[config.mk]
export PLATFORM = sky130hd
export DESIGN_NAME = ddu_unit
export DESIGN_NICKNAME = d
export VERILOG_FILES = /design/src/ddu_pkg.sv /design/src/ddu_unit.sv
export SDC_FILE = /design/constraint.sdc
export NUM_CORES = 1
export LEC_CHECK = 0
export BUFFER_PORTS_ARGS = -buffer_cell sky130_fd_sc_hd__buf_2
export CAP_MARGIN = 20
export CORE_AREA = 2 2 227 229
export CTS_CLUSTER_SIZE = 16
export DETAILED_ROUTE_END_ITERATION = 8
export DIE_AREA = 0 0 229 231
export HOLD_SLACK_MARGIN = 0.05
export PLACE_DENSITY_LB_ADDON = 0.25
export SETUP_SLACK_MARGIN = 0.3
export SYNTH_ARGS = -nofsm -noshare
export SYNTH_HDL_FRONTEND = slang
export SYNTH_SLANG_ARGS = --single-unit
[constraint.sdc]
create_clock -name sys_clk -period 1.7 [get_ports sys_clk]
set_input_delay 0.51 -clock sys_clk [delete_from_list [all_inputs] [get_ports sys_clk]]
set_output_delay 0.51 -clock sys_clk [all_outputs]
set_load 0.02 [all_outputs]
[src/ddu_pkg.sv]
// package for the dual-issue data compare debug update unit
`default_nettype none
package ddu_pkg;
  // window of retiring instructions, slot 0 is the first load/store
  localparam int DDU_NSLOT = 7;
  localparam int DDU_LDST_SLOTS = 6;
  localparam int DDU_AW = 8;

  // register byte addresses
  localparam logic [7:0] ADDR_DEBUG_STATUS = 8'h00;
  localparam logic [7:0] ADDR_RETURN_PC = 8'h04;
  localparam logic [7:0] ADDR_MMU_ASSIST = 8'h08;
  localparam logic [7:0] ADDR_SYNDROME = 8'h0c;
  localparam logic [7:0] ADDR_IRQ_STATUS = 8'h10;
  localparam logic [7:0] ADDR_IRQ_MASK = 8'h14;
  localparam logic [7:0] ADDR_CONTROL = 8'h18;

  // debug_status_reg fields
  localparam int DS_FIRST_BIT = 0;
  localparam int DS_SECOND_BIT = 1;
  localparam int DS_IMPRECISE_BIT = 2;
  localparam int DS_OFST_LSB = 4;
  localparam int DS_OFST_MSB = 6;

  // exception_syndrome_reg fields
  localparam int SYN_MISS_BIT = 0;
  localparam int SYN_FAULT_BIT = 1;

  // interrupt status / mask fields
  localparam int IRQ_DEBUG_BIT = 0;
  localparam int IRQ_MISS_BIT = 1;
  localparam int IRQ_FAULT_BIT = 2;
  localparam int IRQ_MASKED_BIT = 3;
  localparam int IRQ_W = 4;

  // control fields
  localparam int CTL_ENABLE_BIT = 0;

  localparam logic [31:0] RESET_WORD = 32'h0000_0000;
  localparam logic [3:0] RESET_IRQ_MASK = 4'h0;
  localparam logic CONTROL_ENABLE_RESET = 1'b1;
  localparam logic [2:0] OFST_NONE = 3'h0;

  typedef enum logic [1:0] {
    KIND_NONE = 2'b00,
    KIND_DEBUG = 2'b01,
    KIND_MISS = 2'b10,
    KIND_FAULT = 2'b11
  } ddu_kind_e;

  // one retiring instruction of the window
  typedef struct packed {
    logic ldst;
    logic value_qual;
    logic [1:0] hit;
    logic miss;
    logic fault;
    logic [31:0] ea;
    logic [31:0] pc;
  } ddu_slot_s;

  // decision for one window
  typedef struct packed {
    ddu_kind_e kind;
    logic [1:0] match_bits;
    logic imprecise;
    logic [2:0] ofst;
    logic [31:0] ret_pc;
    logic [5:0] count_en;
    logic masked;
  } ddu_result_s;
endpackage
`default_nettype wire

[src/ddu_unit.sv]
// exception choice and debug state update for dual-issued compares
//
// Our own choices: the placing of the registers and the address-and-strobe port.
`default_nettype none
module ddu_unit
  import ddu_pkg::*;
(
  input wire logic sys_clk,
  input wire logic reset_n,
  input wire logic group_valid,
  input wire ddu_slot_s win [DDU_NSLOT],
  input wire logic [DDU_AW-1:0] reg_addr,
  input wire logic [31:0] reg_wdata,
  input wire logic reg_wr,
  input wire logic reg_rd,
  output logic [31:0] reg_rdata,
  output logic take_debug,
  output logic take_miss,
  output logic take_fault,
  output logic [5:0] count_update,
  output logic irq
);

  function automatic logic slot_fault(input ddu_slot_s s);
    return s.miss | s.fault;
  endfunction

  function automatic logic slot_hit(input ddu_slot_s s);
    return |s.hit;
  endfunction

  ddu_result_s res;
  logic [31:0] debug_status_reg;
  logic [31:0] debug_return_pc;
  logic [31:0] mmu_assist_regs;
  logic [31:0] exception_syndrome_reg;
  logic [IRQ_W-1:0] irq_status;
  logic [IRQ_W-1:0] irq_mask;
  logic enable;
  logic fire;
  logic [IRQ_W-1:0] irq_set;
  logic [31:0] next_debug_status;

  assign fire = group_valid & enable;

  // decision over the window; slot 6 only lends its pc as a return point
  always_comb begin
    logic sec_found;
    logic thr_found;
    logic [2:0] sec_i;
    logic [2:0] thr_i;
    logic [2:0] last_i;
    logic [2:0] ret_i;
    ddu_slot_s s0;
    ddu_slot_s sd;
    ddu_slot_s td;
    sec_found = 1'b0;
    thr_found = 1'b0;
    sec_i = 3'h0;
    thr_i = 3'h0;
    last_i = 3'h0;
    ret_i = 3'h0;
    s0 = win[0];
    sd = win[0];
    td = win[0];
    res = '0;
    res.kind = KIND_NONE;
    res.ofst = OFST_NONE;
    for (int i = 1; i < DDU_LDST_SLOTS; i++) begin
      if (win[i].ldst) begin
        last_i = 3'(i);
        if (!sec_found) begin
          sec_found = 1'b1;
          sec_i = 3'(i);
        end else if (!thr_found) begin
          thr_found = 1'b1;
          thr_i = 3'(i);
        end
      end
    end
    if (s0.ldst) begin
      if (slot_fault(s0)) begin
        if (slot_hit(s0)) begin
          // a compare hit outranks the translation or storage fault
          res.kind = KIND_DEBUG;
          res.match_bits = s0.hit;
          res.imprecise = 1'b1;
          res.ofst = OFST_NONE;
          res.ret_pc = s0.pc;
        end else if (s0.miss) begin
          res.kind = KIND_MISS;
        end else begin
          res.kind = KIND_FAULT;
        end
      end else if (slot_hit(s0) && !s0.value_qual) begin
        res.kind = KIND_DEBUG;
        res.match_bits = s0.hit;
        res.ofst = OFST_NONE;
        res.ret_pc = win[1].pc;
        res.count_en = 6'h01;
      end else if (slot_hit(s0)) begin
        // value-qualified hit is reported late, at the next boundary
        res.kind = KIND_DEBUG;
        res.match_bits = s0.hit;
        ret_i = last_i + 3'h1;
        if (sec_found) begin
          sd = win[sec_i];
          if (slot_fault(sd)) begin
            ret_i = sec_i;
            res.masked = 1'b1;
          end else if (slot_hit(sd) && !sd.value_qual) begin
            res.match_bits = s0.hit | sd.hit;
            ret_i = sec_i + 3'h1;
          end else if (slot_hit(sd) && thr_found) begin
            // second value hit alone keeps only the first bit
            td = win[thr_i];
            if (slot_fault(td)) begin
              res.match_bits = s0.hit | sd.hit;
              ret_i = sec_i + 3'h1;
              res.masked = 1'b1;
            end else if (slot_hit(td)) begin
              res.match_bits = s0.hit | sd.hit | td.hit;
              ret_i = thr_i + 3'h1;
            end
          end
        end
        // fall through with the first bit only
        res.ret_pc = win[ret_i].pc;
        res.ofst = ret_i - 3'h1;
        for (int i = 0; i < DDU_LDST_SLOTS; i++) begin
          res.count_en[i] = (3'(i) < ret_i);
        end
      end else begin
        res.count_en = 6'h01;
      end
    end
  end

  // exception strobes and counter updates, one cycle after the group
  always_ff @(posedge sys_clk or negedge reset_n) begin
    if (!reset_n) begin
      take_debug <= 1'b0;
      take_miss <= 1'b0;
      take_fault <= 1'b0;
      count_update <= 6'h00;
    end else begin
      take_debug <= fire && res.kind == KIND_DEBUG;
      take_miss <= fire && res.kind == KIND_MISS;
      take_fault <= fire && res.kind == KIND_FAULT;
      count_update <= fire ? res.count_en : 6'h00;
    end
  end

  // debug status: hardware set wins over a software one-to-clear
  always_comb begin
    next_debug_status = debug_status_reg;
    if (reg_wr && reg_addr == ADDR_DEBUG_STATUS) begin
      // only the event bits clear; the offset field is read-only
      next_debug_status[DS_IMPRECISE_BIT:DS_FIRST_BIT] =
        debug_status_reg[DS_IMPRECISE_BIT:DS_FIRST_BIT] &
        ~reg_wdata[DS_IMPRECISE_BIT:DS_FIRST_BIT];
    end
    if (fire && res.kind == KIND_DEBUG) begin
      next_debug_status[DS_FIRST_BIT] = next_debug_status[DS_FIRST_BIT] |
        res.match_bits[0];
      next_debug_status[DS_SECOND_BIT] = next_debug_status[DS_SECOND_BIT] |
        res.match_bits[1];
      next_debug_status[DS_IMPRECISE_BIT] =
        next_debug_status[DS_IMPRECISE_BIT] | res.imprecise;
      next_debug_status[DS_OFST_MSB:DS_OFST_LSB] = res.ofst;
    end
    next_debug_status[31:DS_OFST_MSB+1] = '0;
    next_debug_status[DS_OFST_LSB-1] = 1'b0;
  end

  always_ff @(posedge sys_clk or negedge reset_n) begin
    if (!reset_n) begin
      debug_status_reg <= RESET_WORD;
    end else begin
      debug_status_reg <= next_debug_status;
    end
  end

  // return pointer is loaded only by a debug exception
  always_ff @(posedge sys_clk or negedge reset_n) begin
    if (!reset_n) begin
      debug_return_pc <= RESET_WORD;
    end else if (fire && res.kind == KIND_DEBUG) begin
      debug_return_pc <= res.ret_pc;
    end
  end

  // assist registers hold the address of the missing first ld/st
  always_ff @(posedge sys_clk or negedge reset_n) begin
    if (!reset_n) begin
      mmu_assist_regs <= RESET_WORD;
    end else if (fire && res.kind == KIND_MISS) begin
      mmu_assist_regs <= win[0].ea;
    end
  end

  // syndrome is written by a taken miss or fault, never by debug
  always_ff @(posedge sys_clk or negedge reset_n) begin
    if (!reset_n) begin
      exception_syndrome_reg <= RESET_WORD;
    end else if (fire && res.kind == KIND_MISS) begin
      exception_syndrome_reg <= RESET_WORD;
      exception_syndrome_reg[SYN_MISS_BIT] <= 1'b1;
    end else if (fire && res.kind == KIND_FAULT) begin
      exception_syndrome_reg <= RESET_WORD;
      exception_syndrome_reg[SYN_FAULT_BIT] <= 1'b1;
    end else if (reg_wr && reg_addr == ADDR_SYNDROME) begin
      exception_syndrome_reg <= exception_syndrome_reg & ~reg_wdata;
    end
  end

  // interrupt events
  always_comb begin
    irq_set = '0;
    irq_set[IRQ_DEBUG_BIT] = fire && res.kind == KIND_DEBUG;
    irq_set[IRQ_MISS_BIT] = fire && res.kind == KIND_MISS;
    irq_set[IRQ_FAULT_BIT] = fire && res.kind == KIND_FAULT;
    irq_set[IRQ_MASKED_BIT] = fire && res.masked;
  end

  always_ff @(posedge sys_clk or negedge reset_n) begin
    if (!reset_n) begin
      irq_status <= '0;
    end else if (reg_wr && reg_addr == ADDR_IRQ_STATUS) begin
      irq_status <= (irq_status & ~reg_wdata[IRQ_W-1:0]) | irq_set;
    end else begin
      irq_status <= irq_status | irq_set;
    end
  end

  always_ff @(posedge sys_clk or negedge reset_n) begin
    if (!reset_n) begin
      irq_mask <= RESET_IRQ_MASK;
    end else if (reg_wr && reg_addr == ADDR_IRQ_MASK) begin
      irq_mask <= reg_wdata[IRQ_W-1:0];
    end
  end

  // disabling stops all updates from groups; groups are simply not evaluated
  always_ff @(posedge sys_clk or negedge reset_n) begin
    if (!reset_n) begin
      enable <= CONTROL_ENABLE_RESET;
    end else if (reg_wr && reg_addr == ADDR_CONTROL) begin
      enable <= reg_wdata[CTL_ENABLE_BIT];
    end
  end

  assign irq = |(irq_status & irq_mask);

  // read data stand in the cycle after the strobe only
  always_ff @(posedge sys_clk or negedge reset_n) begin
    if (!reset_n) begin
      reg_rdata <= RESET_WORD;
    end else if (reg_rd) begin
      unique case (reg_addr)
        ADDR_DEBUG_STATUS: reg_rdata <= debug_status_reg;
        ADDR_RETURN_PC: reg_rdata <= debug_return_pc;
        ADDR_MMU_ASSIST: reg_rdata <= mmu_assist_regs;
        ADDR_SYNDROME: reg_rdata <= exception_syndrome_reg;
        ADDR_IRQ_STATUS: reg_rdata <= {28'h0000000, irq_status};
        ADDR_IRQ_MASK: reg_rdata <= {28'h0000000, irq_mask};
        ADDR_CONTROL: reg_rdata <= {31'h00000000, enable};
        default: reg_rdata <= RESET_WORD;
      endcase
    end else begin
      reg_rdata <= RESET_WORD;
    end
  end

endmodule
`default_nettype wire

Word-level counts from Yosys, hierarchy flattened
Index checks and enable logic that the tools add are counted.
{"block": "op_classes", "add_sub_neg": 4, "bitwise": 21, "reduce_logical": 20, "mux": 91, "n_eq_ne": 9, "n_lt_le_gt_ge": 9}
{"operator": "70-bit binary-select mux with 3-bit select", "count": 3}
{"operator": "32-bit case mux with 7 select lines", "count": 1}
{"operator": "32-bit two-way mux", "count": 6}
{"operator": "69-bit two-way mux", "count": 2}
{"operator": "68-bit two-way mux", "count": 2}
{"operator": "3-bit two-way mux", "count": 32}
{"operator": "35-bit two-way mux", "count": 2}
{"operator": "47-bit two-way mux", "count": 1}
{"operator": "41-bit two-way mux", "count": 1}
{"operator": "38-bit two-way mux", "count": 1}
{"operator": "32-bit bitwise AND", "count": 1}
{"operator": "32-bit NOT", "count": 1}
{"operator": "8-bit by 5-bit equality test with 1-bit output (second input constant)", "count": 3}
{"operator": "2-bit two-way mux", "count": 12}
{"operator": "1-bit two-way mux", "count": 23}
{"operator": "8-bit by 4-bit equality test with 1-bit output (second input constant)", "count": 2}
{"operator": "4-bit >= comparator (second input constant)", "count": 3}
{"operator": "1-bit logical AND", "count": 12}
{"operator": "6-bit two-way mux", "count": 2}
{"operator": "3-bit NOT with 4-bit output", "count": 3}
{"operator": "3-bit by 1-bit adder with 3-bit output (second input constant)", "count": 3}
{"operator": "4-bit bitwise AND", "count": 2}
{"operator": "8-bit by 3-bit equality test with 1-bit output (second input constant)", "count": 1}
{"operator": "8-bit logical NOT", "count": 1}
{"operator": "19 further kinds", "count": 34}
{"block": "totals", "inputBits": 535, "out_inout_bits": 42, "wordCells": 167, "register_bits": 152}

Longest topological paths before layout
Gate-level depths: netlist of the first run.
{"block": "logic_depth", "ltp_word": 39, "ltp_mapped": 17, "mapped_depth_nobuf": 14}

Least setup slack after synthesis of the first run
OpenSTA, ideal clock, no wires.
{"block": "synth_timing", "path_kind": "input to register", "from": "input port win[349] in the netlist's numbering", "to": "register debug_return_pc[18]", "stages": 17, "setup_time_ns": 0.135, "setup_slack_ns": -1.919, "required_time_ns": 1.565, "path_buffers": 4, "t_arrival_ns": 3.484, "path_cell_list": "inv_1 ha_1 buf_4 nand2b_1 a21oi_1 o2bb2ai_1 buf_2 mux2i_1 nor2_1 o31a_2 a2111oi_4 buf_6 nor2_4 buf_6 mux2_4 a221oi_2 o31ai_1"}
{"block": "synth_via", "elab_chain_len": 33, "elab_cells_between_ends": 68, "classes_between": "add/sub: 3; mux: 55; bitwise: 5; reduce/logical: 5"}
{"item": "start, declared", "line_no": "ddu_unit.sv:11", "source": "input wire ddu_slot_s win [DDU_NSLOT],"}
{"item": "2-bit two-way mux / 1-bit two-way mux (equally long branches)", "line_no": "ddu_unit.sv:70", "source": "if (win[i].ldst) begin"}
{"item": "3-bit two-way mux", "line_no": "ddu_unit.sv:75", "source": "end else if (!thr_found) begin"}
{"item": "3-bit two-way mux", "line_no": "ddu_unit.sv:72", "source": "if (!sec_found) begin"}
{"item": "3-bit two-way mux", "line_no": "ddu_unit.sv:70"}
{"item": "3-bit two-way mux", "line_no": "ddu_unit.sv:75"}
{"item": "3-bit two-way mux", "line_no": "ddu_unit.sv:72"}
{"item": "3-bit two-way mux", "line_no": "ddu_unit.sv:70"}
{"item": "3-bit two-way mux", "line_no": "ddu_unit.sv:75"}
{"item": "[16 not listed]"}
{"item": "3-bit two-way mux *", "line_no": "ddu_unit.sv:81", "source": "if (s0.ldst) begin"}
{"item": "3-bit NOT with 4-bit output (not written as such) *", "line_no": "ddu_unit.sv:128", "source": "res.ret_pc = win[ret_i].pc;"}
{"item": "70-bit binary-select mux with 3-bit select *", "line_no": "ddu_unit.sv:128"}
{"item": "32-bit two-way mux (not written as such) * (2 in a row)", "line_no": "ddu_unit.sv:128"}
{"item": "35-bit two-way mux *", "line_no": "ddu_unit.sv:101", "source": "end else if (slot_hit(s0)) begin"}
{"item": "41-bit two-way mux *", "line_no": "ddu_unit.sv:95", "source": "end else if (slot_hit(s0) && !s0.value_qual) begin"}
{"item": "35-bit two-way mux *", "line_no": "ddu_unit.sv:82", "source": "if (slot_fault(s0)) begin"}
{"item": "47-bit two-way mux *", "line_no": "ddu_unit.sv:81"}
{"item": "end signal, assigned", "line_no": "ddu_unit.sv:189", "source": "debug_return_pc <= res.ret_pc;"}
{"item": "end, declared", "line_no": "ddu_unit.sv:34", "source": "logic [31:0] debug_return_pc;"}
Every way passes the cells marked *; elsewhere a longest branch is shown, timed or not. The select of a mux whose other input is x is not followed.
A chain may end at the register's enable or synchronous reset.

Final worst setup path of the first run
{"block": "layout_timing", "from": "input port win[349] in the netlist's numbering", "to": "register debug_return_pc[2]"}
Same word-level chain as after synthesis.

==> impl_metrics.tcl, run 1 <==
set metrics [dict create \
    status "finished with violations" \
    violations "negative setup slack" \
    worst-slew-pin-transition_ns 0.685 \
    fin_nets 2253 \
    ant_nets 0 \
    clock.fmax_mhz 295 \
    place.gp.congestion 0.886 \
    start_util_pct 20.3 \
    worstSetupStartpointType "input port" \
    cpPeakStageDelay_ns 0.32 \
    setup_viol 136 \
    ys_seq_area_share_pct 37.1 \
    htree_levels 4 \
    drt_wl_total_mm 58.7 \
    synthesis.nets 1687 \
    synth_cell_types 81 \
    num_vias 11889 \
    dr_wl_met2_mm 27.7 \
    hpwl_mm 40.5 \
    grt_max_degree 51 \
    cts_root_buffer "clkbuf_16" \
    end_kind "flip-flop" \
    cp.arrival_ns 3.75 \
    synth_edf_count 0 \
    grt_pass1_wl_mm 82.0 \
    drt-met1-wl_mm 25.3 \
    hold_violations 0 \
    grt_setup_unrepaired "yes" \
    hp-start "reg_wdata[8]" \
    drt-pass1-iter-count 5 \
    criticalPathCategory "input port to flip-flop" \
    utilization_pct 35.2 \
    postSynthAreaPerCell_um2 8.98 \
    via_per_inst 4.93 \
    synth_flop_cell "dfrtp_1" \
    tns_ns -75.46 \
    hp-class "input port to flip-flop" \
    antenna_found_initial 15 \
    cp_data_required_time_ns 2.06 \
    path_common_cell "buf_12" \
    async_flop_share_pct 100 \
    fp.dieH_um 231 \
    cts.sinks 152 \
    ctsLongestPathBuffers 2 \
    area_delta_synth_final_pct 73.6 \
    nFillCells 5272 \
    numPortBuffers 383 \
    clkLatencyLatePin_ns 0.48 \
    synth.top_cell.area_share_pct 36.8 \
    ys_ff_latch 152 \
    peakVddDrop_mv 0.890 \
    critPathMaxFanout 10 \
    routedWlPerCell_um 24.3 \
    initialDrtViolationCount 819 \
    cp-startpoint "win[349]" \
    grt_pass1_vias 11995 \
    row_count 83 \
    clkSlewWorstSetupHoldPaths_ns 0.08 \
    rr_startpoint "enable" \
    final.setup_skew_ns 0.0109 \
    coreArea_mm2 0.0507 \
    netlist_area_mm2 0.0103 \
    setup_ws_ns -1.70 \
    drive_gt1_share_pct 54.8 \
    crit_slowest_cell "a2111oi_4" \
    slew_violations 0 \
    crit_family "compound AO/OA/AOI/OAI gates" \
    dr_wl_met3_mm 4.23 \
    synth_area_leaders "dfrtp_1 37%, nand3_1 7.9%, a21oi_1 5.3%" \
    die_w_um 229 \
    ys_warn_count 0 \
    top_layer_used "met5" \
    power_density_mw_per_mm2 844 \
    cp_num_buf_inv 8 \
    slew_headroom_pct 54.3 \
    drc 0 \
    min_period_over_period_pct 200 \
    syn-instance-count 1143 \
    ios 577 \
    crit_chain "buf_12 > clkinv_8 > ha_4 > nor2b_4 > buf_4 > o21ai_2 > nand2_2 > inv_2 > o32a_1 > nand3_4 > buf_6 > o31a_4 > a2111oi_4 > buf_4 > nor2_4 > buf_12 > buf_12 > mux2_4 > a221oi_4 > o31ai_2" \
    yosysMostFrequentCell "nand3_1" \
    grt_usage_pct 21.5 \
    p_leak_nw 8.26 \
    cts-buffers-inserted 17 \
    dieArea_mm2 0.0529 \
    cts_tree "built" \
    synthTopCellsByCount "163 x nand3_1, 151 x dfrtp_1, 132 x nand2_1, 109 x a21oi_1, 79 x o21ai_0" \
    synth.largest_area_cell "dfrtp_1" \
    maxCapViolCount 0 \
    min_period_ns 3.40 \
    grt.overflow.total 0 \
]
==> per-stage QoR <==
step | setup slack [ns] | hold slack, ns | std cells | instance area (µm²) | power, mW
after global routing | -1.82 | 0.162 | 2402 | 17800 | 15.8
after CTS | -1.59 | 0.142 | 2375 | 17200 | 14.7
final | -1.70 | 0.186 | 2412 | 17800 | 15.0
after global placement | -2.32 | 0.427 | 2271 | 14600 | 9.21
after floorplan | -1.77 | 0.214 | 1143 | 10700 | 6.90
after detailed placement | -2.34 | 0.431 | 2271 | 14600 | 9.26
==> layout make-up <==
type                            count  area [µm²]  share of cell area [%]
Sequential cell                   152        3800                    21.3
Timing Repair Buffer              652        5700                    32.0
Tap cell                          680         851                    4.77
Inverter                           11        70.1                   0.393
Clock buffer                       17         425                    2.39
Clock inverter                     15         205                    1.15
Antenna cell                       10        25.0                   0.140
Multi-Input combinational cell    875        6740                    37.8
==> per-layer routing <==
| metal | vias up | track usage [%] |
|---|---|---|
| met5 | - | 0 |
| met4 | 8 | 6.19 |
| met3 | 92 | 4.69 |
| met2 | 516 | 35.1 |
| met1 | 5815 | 28.3 |
| li1 | 5458 | - |
==> worst reg2reg max path: stages (launching register included) <==
cell and delay [ns]:
dfstp_2 0.55, and3_1 0.22, buf_4 0.12, nand2_1 0.06, nor3_2 0.21, buf_4 0.35
a21oi_1 0.13, o31ai_1 0.08
==> repair_timing <==
item                       4_1_cts  5_1_grt
resized for setup              221       59
pin swaps                       84       57
hold endpoints to repair        17        0
gates cloned                    26        6
hold buffers                     1        0
setup buffers                   45       21
setup endpoints to repair      190      191
==> where the power goes <==
group / total (mW) / switching (mW) / internal (mW)
Combinational: 6.75 / 3.49 / 3.26
Sequential: 4.07 / 0.275 / 3.79
Clock: 4.23 / 1.86 / 2.37
==> layout by cell type (no fill, tap or decap), types with 24 or more instances in the layout <==
| master | n |
|---|---|
| dfrtp_1 | 151 |
| clkbuf_16 | 24 |
| a21oi_1 | 70 |
| mux2_2 | 39 |
| buf_2 | 337 |
| nand2_1 | 120 |
| o21ai_0 | 69 |
| a21oi_2 | 35 |
| buf_16 | 26 |
| nor2_1 | 50 |
| buf_6 | 78 |
| mux2_4 | 36 |
| nand3_1 | 159 |
| o31ai_1 | 30 |
| buf_12 | 57 |
| a221oi_2 | 30 |
| buf_4 | 146 |
| a222oi_1 | 28 |
==> kinds of logic (layout without fill, tap and decap cells) <==
family                   after synthesis  in the layout  share of synthesized area (%)
multiplexers                          96             96                           11.8
AO/OA/AOI/OAI                        348            348                           24.9
adder cells (fa/ha/maj)                9              9                           1.10
XOR/XNOR                               3              3                          0.256
AND/OR/NAND/NOR                      419            419                           19.3
buffers and inverters                116            695                           5.51
flip-flops                           152            152                           37.1
other                                  0             10                              0
==> worst paths after layout <==
| kind | endpoint | slack (ns) | cells after the start |
|---|---|---|---|
| worst max-delay path | debug_return_pc[2] | -1.70 | 20 |
| worst min-delay path | exception_syndrome_reg[8] | 0.19 | 2 |
| worst max register to register | debug_return_pc[6] | -0.14 | 7 |
| worst min register to register | exception_syndrome_reg[25] | 0.51 | 2 |
| max in group asynchronous | debug_return_pc[9] | 0.59 | 3 |
| min in group asynchronous | reg_rdata[18] | 0.48 | 2 |
(Power assumes the default switching activity.)
==> run 2, diff against run 1 <==
Settings changed: CORE_AREA 2 2 227 229 to 2 2 223 225, DIE_AREA 0 0 229 231 to 0 0 225 227.
==> run 2 against run 1 <==
Effect of this change: the run still ends with negative setup slack left; combinational power down 4.3%; non-clock buffer count down 16; clock power down 9.7%; sequential cell count unchanged; register-to-register slack better by 0.03 ns; die area down 3.4%; clock-buffer cell count up 4; largest cell class unchanged; highest routed layer unchanged.
==> impl_metrics.tcl, run 2 (synthesis results as in run 1) <==
set metrics [dict create \
    ctsLongestPathBuffers 2 \
    final_cell_mix "334 x buf_2, 154 x nand3_1, 151 x dfrtp_1, 139 x buf_4, 123 x nand2_1" \
    drive_gt1_share_pct 56.1 \
    whs_ns 0.218 \
    clkLatencyLatePin_ns 0.46 \
    end_kind "flip-flop" \
    drt-pass1-iter-count 5 \
    setup_viol 147 \
    num_vias 11613 \
    min_period_ns 3.39 \
    start_util_pct 21.1 \
    final_common_cell "buf_2" \
    p_leak_nw 8.08 \
    final.setup_skew_ns 0.0153 \
    peakVddDrop_mv 0.774 \
    worstSetupStartpointType "input port" \
    crit_end "debug_return_pc[26]" \
    fin_nets 2237 \
    drc 0 \
    dieArea_mm2 0.0511 \
    ant_nets 0 \
    violations "negative setup slack" \
    place.gp.congestion 0.887 \
    cts_tree "built" \
    routedWlPerCell_um 23.4 \
    utilization_pct 35.9 \
    power_density_mw_per_mm2 822 \
    grt_setup_unrepaired "yes" \
    htree_levels 4 \
    coreArea_mm2 0.0485 \
    grt.overflow.total 0 \
    area_delta_synth_final_pct 70.0 \
    rr_startpoint "enable" \
    place_ws_ns -2.32 \
    antenna_found_initial 15 \
    grt_pass1_vias 11859 \
    min_period_over_period_pct 199 \
    hpwl_mm 39.6 \
    reg2reg_to "mmu_assist_regs[20]" \
    clock.fmax_mhz 295 \
    grt_max_degree 41 \
    setup_ws_ns -1.69 \
    grt_usage_pct 20.6 \
    status "finished with violations" \
    numPortBuffers 383 \
    criticalPathCategory "input port to flip-flop" \
    r2r_slack_ns -0.11 \
    cts_root_buffer "clkbuf_16" \
    worst-slew-pin-transition_ns 0.729 \
    slew_violations 0 \
    slew_headroom_pct 51.4 \
    grt_pass1_wl_mm 76.9 \
    drt_wl_total_mm 54.6 \
    hold_violations 0 \
    clkSlewWorstSetupHoldPaths_ns 0.07 \
    cp_data_required_time_ns 2.04 \
    maxCapViolCount 0 \
    hp-class "input port to flip-flop" \
    cp.arrival_ns 3.73 \
    via_per_inst 4.97 \
    cts-buffers-inserted 17 \
    reg2reg_depth 6 \
    initialDrtViolationCount 737 \
    critPathMaxFanout 18 \
    tns_ns -82.57 \
    cp-startpoint "win[419]" \
    row_count 81 \
    die_w_um 225 \
    ios 577 \
    fp.dieH_um 227 \
    cts.sinks 152 \
]
## run 2: changes by cell type in the layout (fill, tap and decap cells not counted), moves of 7 or more
cell / previous run / this run
nor2_1: 50 / 31
buf_16: 26 / 9
buf_6: 78 / 92
buf_12: 57 / 47
nor2_2: 3 / 13
nor2_4: 12 / 21
buf_4: 146 / 139
## run 2: area by class of cell
cell class	instances	area [µm²]
antenna	8	20.0
clock buffer	21	470
clock inverter	10	96.3
fill	4929	31100
inverter	11	76.3
multi-input combinational	875	6900
sequential	152	3800
tap	622	778
timing repair buffer	636	5300
## run 2: worst min path at each step
stage | slack [ns] | from | to | depth (start not counted)
6_report | 0.22 | reg_wdata[6] | exception_syndrome_reg[6] | 2
5_1_grt | 0.20 | reg_wdata[16] | exception_syndrome_reg[16] | 2
4_1_cts | 0.19 | reg_wdata[13] | exception_syndrome_reg[13] | 2
3_5_place_dp | 0.49 | reset_n | mmu_assist_regs[6] | 1
3_3_place_gp | 0.48 | reset_n | mmu_assist_regs[6] | 1
2_1_floorplan | 0.21 | reset_n | count_update[0] | 0
## run 2: routing by layer
layer,track usage [%],vias to the layer above,share of wire [%]
li1,-,5423,-
met1,27.6,5660,45
met2,32.5,424,46
met3,4.85,92,6.2
met4,7.11,14,2.9
met5,0,-,0.14
## run 2: where the power goes
part	switching (mW)	internal (mW)	leakage [nW]
sequential	0.268	3.79	2.10
combinational	3.35	3.11	5.71
clock	1.70	2.12	0.268
## run 2: through the flow
stage / std cells / power, mW / instance area, µm²
2_1_floorplan: 1143 / 6.90 / 10700
3_3_place_gp: 2220 / 9.29 / 14600
3_5_place_dp: 2220 / 9.33 / 14600
4_1_cts: 2305 / 14.0 / 16800
5_1_grt: 2327 / 15.1 / 17400
6_report: 2335 / 14.3 / 17400
## run 2: what timing repair did
item | in CTS | in global routing
setup buffers | 38 | 14
hold buffers | 1 | 0
pin swaps | 49 | 65
cloned | 15 | 8
hold endpoints to repair | 30 | 0
setup endpoints to repair | 191 | 191
gates resized for setup | 236 | 81
## run 2: worst max-delay path, stage by stage
cell	delay, ns
buf_12	0.12
inv_16	0.05
ha_4	0.18
buf_6	0.11
buf_6	0.10
o21ai_4	0.05
a21boi_4	0.22
inv_2	0.10
a211oi_2	0.17
o32a_1	0.24
nand3_4	0.15
buf_6	0.15
nand4b_1	0.18
o221ai_4	0.16
nor2_4	0.19
buf_12	0.22
mux2_2	0.36
a221oi_1	0.31
o32ai_1	0.12
